$ cat config.mk
export PLATFORM = sky130hd
export DESIGN_NAME = transceiver_clock_distribution
export DESIGN_NICKNAME = d
export VERILOG_FILES = /design/src/design/clock_distribution_pkg.sv /design/src/design/clock_edge_divider.sv /design/src/design/pll_multiplier.sv /design/src/design/transceiver_clock_distribution.sv
export SDC_FILE = /design/constraint.sdc
export NUM_CORES = 1
export LEC_CHECK = 0
export BUFFER_PORTS_ARGS = -buffer_cell sky130_fd_sc_hd__buf_2
export CORE_ASPECT_RATIO = 0.8
export CORE_MARGIN = 2
export CORE_UTILIZATION = 38
export CTS_BUF_LIST = sky130_fd_sc_hd__clkbuf_8
export CTS_CLUSTER_DIAMETER = 150
export DETAILED_ROUTE_END_ITERATION = 10
export PLACE_DENSITY = 0.51
export SYNTH_ARGS = -nofsm -noshare
export SYNTH_HDL_FRONTEND = slang
export SYNTH_SLANG_ARGS = --single-unit
$ cat constraint.sdc
create_clock -name clk -period 6.23 [get_ports clk]
set_input_delay 0.9345 -clock clk [delete_from_list [all_inputs] [get_ports clk]]
set_output_delay 0.9345 -clock clk [all_outputs]
set_load 0.05 [all_outputs]
$ cat src/design/clock_distribution_pkg.sv
// constants and types shared by the clock distribution block
// assumes one system clock; register offsets are serial-port addresses
package clock_distribution_pkg;

   localparam int ADDR_W = 6;
   localparam int DATA_W = 8;

   // register offsets
   localparam logic [ADDR_W-1:0] IFACE_MODE_OFFSET = 6'h01;
   localparam logic [ADDR_W-1:0] TX_INTERP_OFFSET  = 6'h13;
   localparam logic [ADDR_W-1:0] CLK_SOURCE_OFFSET = 6'h15;
   localparam logic [ADDR_W-1:0] AUX_SOURCE_OFFSET = 6'h16;

   // values after reset
   localparam logic [DATA_W-1:0] IFACE_MODE_RESET = 8'h00;
   localparam logic [DATA_W-1:0] TX_INTERP_RESET  = 8'h00;
   localparam logic [DATA_W-1:0] CLK_SOURCE_RESET = 8'h00;
   localparam logic [DATA_W-1:0] AUX_SOURCE_RESET = 8'h00;

   // field positions
   localparam int CLK_MODE_LSB      = 5;
   localparam int AUX_EN_BIT        = 2;
   localparam int DATA_INV_BIT      = 1;
   localparam int TX_INV_SAMPLE_BIT = 5;
   localparam int INTERP_LSB        = 0;
   localparam int PLL_BYPASS_BIT    = 7;
   localparam int PLL_VALID_BIT     = 6;
   localparam int ADC_DIV_BIT       = 5;
   localparam int ALT_TIMING_BIT    = 4;
   localparam int DIV5_BIT          = 3;
   localparam int MULT_LSB          = 0;
   localparam int AUX_SRC_BIT       = 5;

   // field codes
   localparam logic [2:0] CLK_MODE_DEFAULT = 3'h0;
   localparam logic [2:0] CLK_MODE_ALT     = 3'h1;
   localparam logic [2:0] CLK_MODE_CLONE   = 3'h2;
   localparam logic [1:0] INTERP_2X        = 2'h1;
   localparam logic [1:0] INTERP_4X        = 2'h2;
   localparam logic [2:0] MULT_MAX_CODE    = 3'h4;
   localparam int         DIV5_FACTOR      = 5;
   localparam int         PLL_PERIOD_W     = 16;

   typedef enum logic [6:0] {
      MODE_1  = 7'h01,
      MODE_2  = 7'h02,
      MODE_4  = 7'h04,
      MODE_5  = 7'h08,
      MODE_7  = 7'h10,
      MODE_8  = 7'h20,
      MODE_10 = 7'h40
   } timing_mode_t;

   typedef struct packed {
      logic [2:0] clk_mode;
      logic       aux_en;
      logic       data_inv;
      logic       tx_inv_sample;
      logic [1:0] interp;
      logic       bypass;
      logic       adc_div;
      logic       alt;
      logic       div5;
      logic [2:0] mult;
      logic       aux_src;
      logic       fd;
      logic       wide;
   } cfg_t;

endpackage

$ cat src/design/clock_edge_divider.sv
// divides a sampled clock level by 1, 2 or 4 on its rising edges
// assumes the source is a level synchronous to clk
`timescale 1ns/1ps
module clock_edge_divider (
   input  wire logic       clk,
   input  wire logic       resetn,
   input  wire logic       ce,
   input  wire logic       src,
   input  wire logic [1:0] sel,
   output logic            clk_out
);
   logic       src_q;
   logic [1:0] cnt_q;
   logic [1:0] cnt_d;
   logic       rise;

   assign rise  = src & ~src_q;
   assign cnt_d = rise ? cnt_q + 2'h1 : cnt_q;

   always_ff @(posedge clk or negedge resetn) begin
      if (!resetn) begin
         src_q <= 1'b0;
         cnt_q <= 2'h0;
      end else if (ce) begin
         src_q <= src;
         cnt_q <= cnt_d;
      end
   end

   always_ff @(posedge clk or negedge resetn) begin
      if (!resetn) begin
         clk_out <= 1'b0;
      end else if (ce) begin
         case (sel)
            2'h0:    clk_out <= src;
            2'h1:    clk_out <= cnt_d[0];
            default: clk_out <= cnt_d[1];
         endcase
      end
   end
endmodule

$ cat src/design/pll_multiplier.sv
// digital model of the multiplier: measures the reference period and
// runs an accumulator at mult/period, optionally divided by five
// assumes the reference is a synchronous level, well below clk/2
`timescale 1ns/1ps
module pll_multiplier
   import clock_distribution_pkg::*;
#(
   parameter int PERIOD_W = clock_distribution_pkg::PLL_PERIOD_W
) (
   input  wire logic       clk,
   input  wire logic       resetn,
   input  wire logic       ce,
   input  wire logic       ref_in,
   input  wire logic [2:0] mult_code,
   input  wire logic       div5,
   output logic            pll_out,
   output logic            period_valid
);
   localparam int ACC_W = PERIOD_W + 3;

   initial begin
      if (PERIOD_W < 4 || PERIOD_W > 28)
         $error("pll_multiplier: PERIOD_W out of range");
   end

   logic                ref_q;
   logic [PERIOD_W-1:0] cnt_q;
   logic [PERIOD_W-1:0] period_q;
   logic [ACC_W-1:0]    acc_q;
   logic [ACC_W-1:0]    inc;
   logic [ACC_W-1:0]    thr;
   logic [ACC_W:0]      sum;
   logic                rise;

   assign rise = ref_in & ~ref_q;
   // reserved multiplier codes fall back to 1x
   assign inc  = (mult_code > MULT_MAX_CODE) ? ACC_W'(2)
                 : ACC_W'(2) << mult_code;
   assign thr  = div5 ? ACC_W'(period_q) * ACC_W'(DIV5_FACTOR)
                 : ACC_W'(period_q);
   assign sum  = {1'b0, acc_q} + {1'b0, inc};

   always_ff @(posedge clk or negedge resetn) begin
      if (!resetn) begin
         ref_q        <= 1'b0;
         cnt_q        <= '1;
         period_q     <= '0;
         period_valid <= 1'b0;
      end else if (ce) begin
         ref_q <= ref_in;
         if (rise) begin
            cnt_q        <= PERIOD_W'(1);
            period_q     <= cnt_q;
            period_valid <= (cnt_q != '1);
         end else if (cnt_q != '1) begin
            cnt_q <= cnt_q + PERIOD_W'(1);
         end
      end
   end

   // output stops low until a full reference period has been seen
   always_ff @(posedge clk or negedge resetn) begin
      if (!resetn) begin
         acc_q   <= '0;
         pll_out <= 1'b0;
      end else if (ce) begin
         if (!period_valid) begin
            acc_q   <= '0;
            pll_out <= 1'b0;
         end else if (inc >= thr) begin
            acc_q   <= '0;
            pll_out <= ~pll_out;
         end else if (sum >= {1'b0, thr}) begin
            acc_q   <= ACC_W'(sum - {1'b0, thr});
            pll_out <= ~pll_out;
         end else begin
            acc_q <= ACC_W'(sum);
         end
      end
   end
endmodule

$ cat src/design/transceiver_clock_distribution.sv
// clock distribution and interface clock formatter for the transceiver
// assumes reference clocks arrive as levels synchronous to clk and that
// the serial port front end presents single-cycle register writes
//
// Operation
// RL1: clock mode field bits 7:5, reset 000
// RL2: modes 2, 5, 8, 10 only by programming
// RL3: half duplex: sync pin is direction input
// RL4: formatter maps pins from mode, duplex, width
// RL5: half duplex data clock follows direction
// RL6: interleaved modes need 2x or 4x interpolation
// RL7: DAC clock is Tx reference times multiplier
// RL8: parallel Tx clock is DAC over interpolation
// RL9: interleaved Tx clock is twice that rate
// RL10: Rx clock ignores interleaving
// RL11: normal timing: Rx reference, optionally halved
// RL12: alternate timing: PLL output, optionally halved
// RL13: alternate timing bit picks Rx source
// RL14: aux enable gives clock outside full duplex
// RL15: full duplex aux always clocks; enable inverts
// RL16: aux runs at Rx reference or DAC rate
// RL17: invert bit flips data clock pin
// RL18: Tx inverse sample picks latching edge
// RL19: interpolation field sets Tx clock divisor
// RL20: bypass bit routes reference around PLL
// RL21: ADC divide bit halves Rx clock
// RL22: divide-by-five bit on PLL output
// RL23: multiplier field 1x to 16x
// RL24: aux source bit picks reference or PLL
// RL25: settings switch only while clocks low
`timescale 1ns/1ps
module transceiver_clock_distribution
   import clock_distribution_pkg::*;
#(
   parameter int PERIOD_W = clock_distribution_pkg::PLL_PERIOD_W
) (
   input  wire logic                                     clk,
   input  wire logic                                     resetn,
   input  wire logic                                     ce,
   input  wire logic                                     reg_wr_en,
   input  wire logic [clock_distribution_pkg::ADDR_W-1:0] reg_addr,
   input  wire logic [clock_distribution_pkg::DATA_W-1:0] reg_wr_data,
   output logic      [clock_distribution_pkg::DATA_W-1:0] reg_rd_data,
   input  wire logic                                     duplex_select,
   input  wire logic                                     bus_width_select,
   input  wire logic                                     rx_reference_clock_in,
   input  wire logic                                     tx_reference_clock_in,
   input  wire logic                                     sync_direction_pin_in,
   output logic                                          sync_direction_pin_out,
   output logic                                          sync_direction_pin_oe,
   output logic                                          auxiliary_clock_pin,
   output logic                                          data_clock_pin,
   output logic                                          dac_update_clk,
   output logic                                          adc_clk,
   output logic                                          tx_sample_strobe
);
   import clock_distribution_pkg::*;

   logic [2:0]   clk_mode_q;
   logic         aux_en_q, data_inv_q, tx_inv_sample_q;
   logic [1:0]   interp_q;
   logic         bypass_q, adc_div_q, alt_q, div5_q, aux_src_q;
   logic [2:0]   mult_q;
   cfg_t         cfg_d, act_q;
   timing_mode_t mode;
   logic         is_fd, interleaved, apply;
   logic         pll_out, pll_valid, dac_src, rx_src, aux_src_clk;
   logic         data_raw, aux_raw, tx_prev_q;
   logic [1:0]   ilog, tx_sel;
   logic [3:0]   div_src;
   logic [1:0]   div_sel [4];
   logic [3:0]   div_out;
   logic         tx_clk, rx_clk, tx_frame, rx_frame;

   function automatic timing_mode_t decode_mode(input cfg_t c);
      if (c.fd)
         return (c.clk_mode == CLK_MODE_ALT) ? MODE_2 : MODE_1;
      else if (c.clk_mode == CLK_MODE_CLONE)
         return MODE_10;
      else if (c.wide)
         return (c.clk_mode == CLK_MODE_ALT) ? MODE_5 : MODE_4;
      else
         return (c.clk_mode == CLK_MODE_ALT) ? MODE_8 : MODE_7;
   endfunction

   // register writes from the serial port
   always_ff @(posedge clk or negedge resetn) begin
      if (!resetn) begin
         clk_mode_q      <= IFACE_MODE_RESET[CLK_MODE_LSB +: 3]; // [RL1]
         aux_en_q        <= IFACE_MODE_RESET[AUX_EN_BIT];
         data_inv_q      <= IFACE_MODE_RESET[DATA_INV_BIT];
         tx_inv_sample_q <= TX_INTERP_RESET[TX_INV_SAMPLE_BIT];
         interp_q        <= TX_INTERP_RESET[INTERP_LSB +: 2];
         bypass_q        <= CLK_SOURCE_RESET[PLL_BYPASS_BIT];
         adc_div_q       <= CLK_SOURCE_RESET[ADC_DIV_BIT];
         alt_q           <= CLK_SOURCE_RESET[ALT_TIMING_BIT];
         div5_q          <= CLK_SOURCE_RESET[DIV5_BIT];
         mult_q          <= CLK_SOURCE_RESET[MULT_LSB +: 3];
         aux_src_q       <= AUX_SOURCE_RESET[AUX_SRC_BIT];
      end else if (ce && reg_wr_en) begin
         case (reg_addr)
            IFACE_MODE_OFFSET: begin
               clk_mode_q <= reg_wr_data[CLK_MODE_LSB +: 3]; // [RL1] [RL2]
               aux_en_q   <= reg_wr_data[AUX_EN_BIT];
               data_inv_q <= reg_wr_data[DATA_INV_BIT];
            end
            TX_INTERP_OFFSET: begin
               tx_inv_sample_q <= reg_wr_data[TX_INV_SAMPLE_BIT];
               interp_q        <= reg_wr_data[INTERP_LSB +: 2];
            end
            CLK_SOURCE_OFFSET: begin
               bypass_q  <= reg_wr_data[PLL_BYPASS_BIT];
               adc_div_q <= reg_wr_data[ADC_DIV_BIT];
               alt_q     <= reg_wr_data[ALT_TIMING_BIT];
               div5_q    <= reg_wr_data[DIV5_BIT];
               mult_q    <= reg_wr_data[MULT_LSB +: 3];
            end
            AUX_SOURCE_OFFSET: begin
               aux_src_q <= reg_wr_data[AUX_SRC_BIT];
            end
            default: begin
            end
         endcase
      end
   end

   // readback; reserved bits read zero, bit 6 of the source reg is status
   always_ff @(posedge clk or negedge resetn) begin
      if (!resetn) begin
         reg_rd_data <= 8'h00;
      end else if (ce) begin
         reg_rd_data <= 8'h00;
         case (reg_addr)
            IFACE_MODE_OFFSET: begin
               reg_rd_data[CLK_MODE_LSB +: 3] <= clk_mode_q;
               reg_rd_data[AUX_EN_BIT]        <= aux_en_q;
               reg_rd_data[DATA_INV_BIT]      <= data_inv_q;
            end
            TX_INTERP_OFFSET: begin
               reg_rd_data[TX_INV_SAMPLE_BIT] <= tx_inv_sample_q;
               reg_rd_data[INTERP_LSB +: 2]   <= interp_q;
            end
            CLK_SOURCE_OFFSET: begin
               reg_rd_data[PLL_BYPASS_BIT]  <= bypass_q;
               reg_rd_data[PLL_VALID_BIT]   <= pll_valid;
               reg_rd_data[ADC_DIV_BIT]     <= adc_div_q;
               reg_rd_data[ALT_TIMING_BIT]  <= alt_q;
               reg_rd_data[DIV5_BIT]        <= div5_q;
               reg_rd_data[MULT_LSB +: 3]   <= mult_q;
            end
            AUX_SOURCE_OFFSET: reg_rd_data[AUX_SRC_BIT] <= aux_src_q;
            default: reg_rd_data <= 8'h00;
         endcase
      end
   end

   always_comb begin
      cfg_d = '{clk_mode: clk_mode_q, aux_en: aux_en_q,
                data_inv: data_inv_q, tx_inv_sample: tx_inv_sample_q,
                interp: interp_q, bypass: bypass_q, adc_div: adc_div_q,
                alt: alt_q, div5: div5_q, mult: mult_q,
                aux_src: aux_src_q, fd: duplex_select,
                wide: ~bus_width_select};
   end

   // new settings only while both raw pin clocks sit low, so no runt
   // can reach the data or aux pin; a source stuck high holds off the change
   assign apply = !data_raw && !aux_raw;

   always_ff @(posedge clk or negedge resetn) begin
      if (!resetn) begin
         act_q <= '0;
      end else if (ce && apply) begin
         act_q <= cfg_d; // [RL25]
      end
   end

   assign mode  = decode_mode(act_q); // [RL4]
   assign is_fd = (mode == MODE_1) || (mode == MODE_2);
   // only the 24-bit half duplex modes carry parallel Tx data
   assign interleaved = !((mode == MODE_4) || (mode == MODE_5));

   pll_multiplier #(
      .PERIOD_W     (PERIOD_W)
   ) u_pll (
      .clk          (clk),
      .resetn       (resetn),
      .ce           (ce),
      .ref_in       (tx_reference_clock_in),
      .mult_code    (act_q.mult),        // [RL23]
      .div5         (act_q.div5),        // [RL22]
      .pll_out      (pll_out),
      .period_valid (pll_valid)
   );

   assign dac_src     = act_q.bypass ? tx_reference_clock_in : pll_out;
   assign rx_src      = act_q.alt ? dac_src : rx_reference_clock_in;
   assign aux_src_clk = act_q.aux_src ? dac_src : rx_reference_clock_in;

   // interleaving doubles the rate; 1x with interleave is a setup
   // error on the far side and just runs the DAC rate
   always_comb begin
      case (act_q.interp)
         INTERP_2X: ilog = 2'h1;
         INTERP_4X: ilog = 2'h2;
         default:   ilog = 2'h0;
      endcase
      tx_sel = (interleaved && ilog != 2'h0) ? ilog - 2'h1 : ilog;
   end

   // dividers: Tx clock, Rx clock, Tx frame sync, Rx frame sync
   assign div_src    = {rx_clk, tx_clk, rx_src, dac_src};
   assign div_sel[0] = tx_sel;                       // [RL8] [RL9] [RL19]
   assign div_sel[1] = {1'b0, act_q.adc_div};        // [RL10] [RL21]
   assign div_sel[2] = 2'h1;
   assign div_sel[3] = 2'h1;

   generate
      for (genvar i = 0; i < 4; i++) begin : g_div
         clock_edge_divider u_div (
            .clk     (clk),
            .resetn  (resetn),
            .ce      (ce),
            .src     (div_src[i]),
            .sel     (div_sel[i]),
            .clk_out (div_out[i])
         );
      end
   endgenerate

   assign tx_clk   = div_out[0];
   assign rx_clk   = div_out[1];
   assign tx_frame = div_out[2];
   assign rx_frame = div_out[3];

   always_comb begin
      data_raw = tx_clk;
      aux_raw  = 1'b0;
      case (mode)
         MODE_1: aux_raw = rx_reference_clock_in;
         MODE_2: aux_raw = rx_frame;
         MODE_4, MODE_5, MODE_7, MODE_8, MODE_10: begin
            data_raw = sync_direction_pin_in ? tx_clk : rx_clk; // [RL5]
            aux_raw  = act_q.aux_en & aux_src_clk; // [RL14] [RL16] [RL24]
         end
         default: begin
            data_raw = tx_clk;
            aux_raw  = 1'b0;
         end
      endcase
   end

   always_ff @(posedge clk or negedge resetn) begin
      if (!resetn) begin
         sync_direction_pin_out <= 1'b0;
         sync_direction_pin_oe  <= 1'b0;
         auxiliary_clock_pin    <= 1'b0;
         data_clock_pin         <= 1'b0;
         dac_update_clk         <= 1'b0;
         adc_clk                <= 1'b0;
      end else if (ce) begin
         sync_direction_pin_out <= is_fd & tx_frame;
         sync_direction_pin_oe  <= is_fd;                        // [RL3]
         auxiliary_clock_pin    <= aux_raw ^ (is_fd & act_q.aux_en); // [RL15]
         data_clock_pin         <= data_raw ^ act_q.data_inv;    // [RL17]
         dac_update_clk         <= dac_src;              // [RL7] [RL20]
         adc_clk                <= rx_clk;              // [RL11] [RL12] [RL13]
      end
   end

   // one-cycle strobe on the edge of the Tx clock that latches data
   always_ff @(posedge clk or negedge resetn) begin
      if (!resetn) begin
         tx_prev_q        <= 1'b0;
         tx_sample_strobe <= 1'b0;
      end else if (ce) begin
         tx_prev_q        <= tx_clk;
         tx_sample_strobe <= act_q.tx_inv_sample ? (tx_prev_q & ~tx_clk)
                             : (tx_clk & ~tx_prev_q); // [RL18]
      end
   end
endmodule

==> flow_summary.json <==
{
  "postRouteWirelength_um": 20000,
  "worstSetupPathType": "reg -> reg",
  "synthDistinctLibCells": 74,
  "report.final.hold_viol_count": 0,
  "grt_overflow_total": 0,
  "post_dp_cell_area_sq_um": 8290,
  "yosys_warnings": 0,
  "clock_skew_ns": 0.0170,
  "yosysTopAreaCell": "sky130_fd_sc_hd__dfrtp_1",
  "crit_fanout": 16,
  "crit_arrival_ns": 6.15,
  "timing.hold.worst.class": "reg -> reg",
  "crit_path_cell_trace": "or2_2, ha_1, nand2b_1, nor3_1, inv_1, fa_1, nor2b_1, o2111ai_1, a31oi_1, nand2_1, xnor2_1, ha_1, a21o_1, a221o_1, a31oi_1, nand4b_1, nand2_1, a21oi_4, buf_4, nor3b_1, a21oi_1, o221ai_1",
  "post_drt_via_cell_ratio": 5.59,
  "layout_common_cells": "sky130_fd_sc_hd__dfrtp_1, sky130_fd_sc_hd__nand2_1, sky130_fd_sc_hd__ha_1",
  "cts_inserted_buffers": 9,
  "cp_slowest_cell": "sky130_fd_sc_hd__dfrtp_1",
  "first_global_vias": 6254,
  "clk_pin_slew_worst_setup_hold_paths_ns": 0.12,
  "setup_total_negative_slack_ns": 0,
  "post_synth.cell_area_avg_sq_um": 9.36,
  "status": "finished clean",
  "yosys-top-cells-area": "sky130_fd_sc_hd__dfrtp_1, sky130_fd_sc_hd__ha_1, sky130_fd_sc_hd__dfstp_2",
  "globalplace.congestion": 0.888,
  "detail-route-antenna-nets": 0,
  "cts_sinks": 112,
  "rsz_0062_raised_after_global_routing": "false",
  "ir_drop_mv": 0.207,
  "worst_path_largest_cell_delay_ns": 0.46,
  "max_slew.worst_pin.slew_ns": 1.11,
  "ioPinCount": 38,
  "coreArea_sq_um": 20000,
  "insertion_delay_ns": 0.41,
  "first_pass_grt_wire_length_um": 33300,
  "syn-num-nets": 932,
  "vias": 6328,
  "pin_count_of_the_biggest_net_entering_global_routing": 69,
  "max_cap_violation_count": 0,
  "buffer_ports.inserted": 37,
  "synth.top_cell.area_share": 0.307,
  "worstSetupStartpointType": "register",
  "ys_dominant_reg_cell": "sky130_fd_sc_hd__dfrtp_1",
  "initial_standard_cell_utilization_of_the_core": 0.391,
  "max-clock-path-buffers": 2,
  "relSlewSlack": 0.249,
  "detailedRoute.firstPassIterationCount": 6,
  "placementRows": 46,
  "power-per-cell-area_nw_per_um2": 394,
  "final_max_slew_viol_count": 0,
  "n_fill_cell": 1989,
  "die-width_um": 165,
  "required_ns": 6.55,
  "tritoncts": "yes",
  "layout-area-overhead-vs-synth_pct": 8.71,
  "finalSetupViolCount": 0,
  "synth-async-reset-ratio": 1.00,
  "synthCells": 837,
  "die_h_um": 132,
  "synth_enable_flop_cells": 0,
  "mostFrequentLayoutCell": "sky130_fd_sc_hd__dfrtp_1",
  "timing.reg2reg.setup_slack_ns": 0.40,
  "timing.final.crit_share": 0.936,
  "clock.fmax_mhz": 171,
  "diode_insertion_count_for_antenna_repair": 0,
  "detailedPlacementHpwl_um": 15000,
  "dieArea_sq_um": 21800,
  "timing.final.crit_period_ns": 5.83,
  "cts_htree_levels": 3,
  "clock_tree.root_cell": "sky130_fd_sc_hd__clkbuf_8",
  "grt_antenna_before_repair": 0,
  "grt_util_all_layers": 0.193,
  "yosys_register_bits": 112,
  "timing.critical_path.to_type": "register",
  "static-leakage-power_nw": 3.88,
  "design.final.nets": 959,
  "synth-seq-area-share": 0.360,
  "drc": 0,
  "detail_route.iter0.violations": 324,
  "holdWs_ns": 0.487,
  "post_synth_instance_area_sq_um": 7830,
  "total_power_mw": 3.35,
  "drive_above_1_share": 0.152,
  "routed_wire_length_per_instance_um": 17.6,
  "finish.instance_area_sq_um": 8510,
  "cts_post_setup_buffers_inserted": 0
}
## kinds of logic after synthesis
kind of cell             synth area share
flip-flops                          0.360
AND/OR/NAND/NOR                     0.179
multiplexers                       0.0786
adder cells (fa/ha/maj)             0.118
XOR/XNOR                           0.0593
buffers and inverters              0.0305
AO/OA/AOI/OAI                       0.174
## critical path: cells and delay by family (launching register included)
family	cells	cell delay, ns
xor gates and xnor gates	1	0.20
DFF	1	0.46
and+or+nand+nor	8	1.98
buffers and inverters	2	0.35
AOI/OAI and AO/OA	8	1.76
adders and majority gates	3	1.02
## cells in the mapped netlist, types with 15 or more instances
| cell | n |
|---|---|
| sky130_fd_sc_hd__dfrtp_1 | 96 |
| sky130_fd_sc_hd__nand2_1 | 93 |
| sky130_fd_sc_hd__ha_1 | 69 |
| sky130_fd_sc_hd__nor2_1 | 66 |
| sky130_fd_sc_hd__a21oi_1 | 46 |
| sky130_fd_sc_hd__o21ai_0 | 41 |
| sky130_fd_sc_hd__mux2_2 | 36 |
| sky130_fd_sc_hd__xnor2_1 | 36 |
| sky130_fd_sc_hd__inv_1 | 34 |
| sky130_fd_sc_hd__mux2i_1 | 21 |
| sky130_fd_sc_hd__nand3_1 | 19 |
| sky130_fd_sc_hd__xor2_1 | 17 |
| sky130_fd_sc_hd__dfstp_2 | 16 |
| sky130_fd_sc_hd__or3_1 | 16 |
| sky130_fd_sc_hd__clkbuf_1 | 15 |
## flip-flops by register name (all words and copies together), names as in the netlist, 2 cells and up
name / count
u_pll.acc_q: 19
act_q: 18
u_pll.cnt_q: 16
u_pll.period_q: 16
reg_rd_data: 8
g_div.u_div.clk_out: 4
g_div.u_div.src_q: 4
clk_mode_q: 3
g_div.u_div.cnt_q: 3
mult_q: 3
interp_q: 2
## through the flow
step                       util  setup slack (ns)  instances
after detailed placement  0.414             0.354       1117
final                     0.425             0.398       1133
after global placement    0.414             0.561       1117
after global routing      0.425            0.0259       1133
after floorplan               -              1.40        837
after CTS                 0.425             0.301       1133
## layout make-up
class / count / area [sq um] / share of cell area
flip-flops and latches: 112 / 2820 / 0.332
clock inverters: 7 / 96.3 / 0.0113
inverters: 35 / 131 / 0.0154
clock buffers: 9 / 124 / 0.0146
well taps: 264 / 330 / 0.0388
multi-input cells: 664 / 4780 / 0.562
repair buffers: 42 / 225 / 0.0265
## layer usage
metal / track usage / part of all wire / vias to the layer above
li1: - / - / 3106
met1: 0.299 / 0.54 / 3076
met2: 0.271 / 0.40 / 118
met3: 0.0415 / 0.047 / 28
met4: 0.0449 / 0.013 / 0
met5: 0 / 0 / -
## worst paths after layout
path / from / to / depth (start not counted)
max: act_q[4]$_DFFE_PN0P_ / u_pll.acc_q[9]$_DFFE_PN0P_ / 22
min in group asynchronous: resetn / alt_q$_DFFE_PN0P_ / 1
max reg2reg: act_q[4]$_DFFE_PN0P_ / u_pll.acc_q[9]$_DFFE_PN0P_ / 22
min reg2reg: g_div[2].u_div.clk_out$_DFFE_PN0P_ / g_div[2].u_div.clk_out$_DFFE_PN0P_ / 1
max in group asynchronous: resetn / act_q[0]$_DFFE_PN0P_ / 2
min: g_div[2].u_div.clk_out$_DFFE_PN0P_ / g_div[2].u_div.clk_out$_DFFE_PN0P_ / 1
## what timing repair did
action | 4_1_cts | 5_1_grt
endpoints found under the hold margin | 0 | 0
hold buffers | 0 | 0
endpoints found under the setup margin | 0 | 13
resized for setup | 0 | 1
## power by group
| part | internal (mW) | total, mW | switching [mW] |
|---|---|---|---|
| combinational | 0.773 | 1.84 | 1.07 |
| sequential | 0.870 | 1.03 | 0.157 |
| clock | 0.170 | 0.480 | 0.310 |
(Power assumes the default switching activity.)
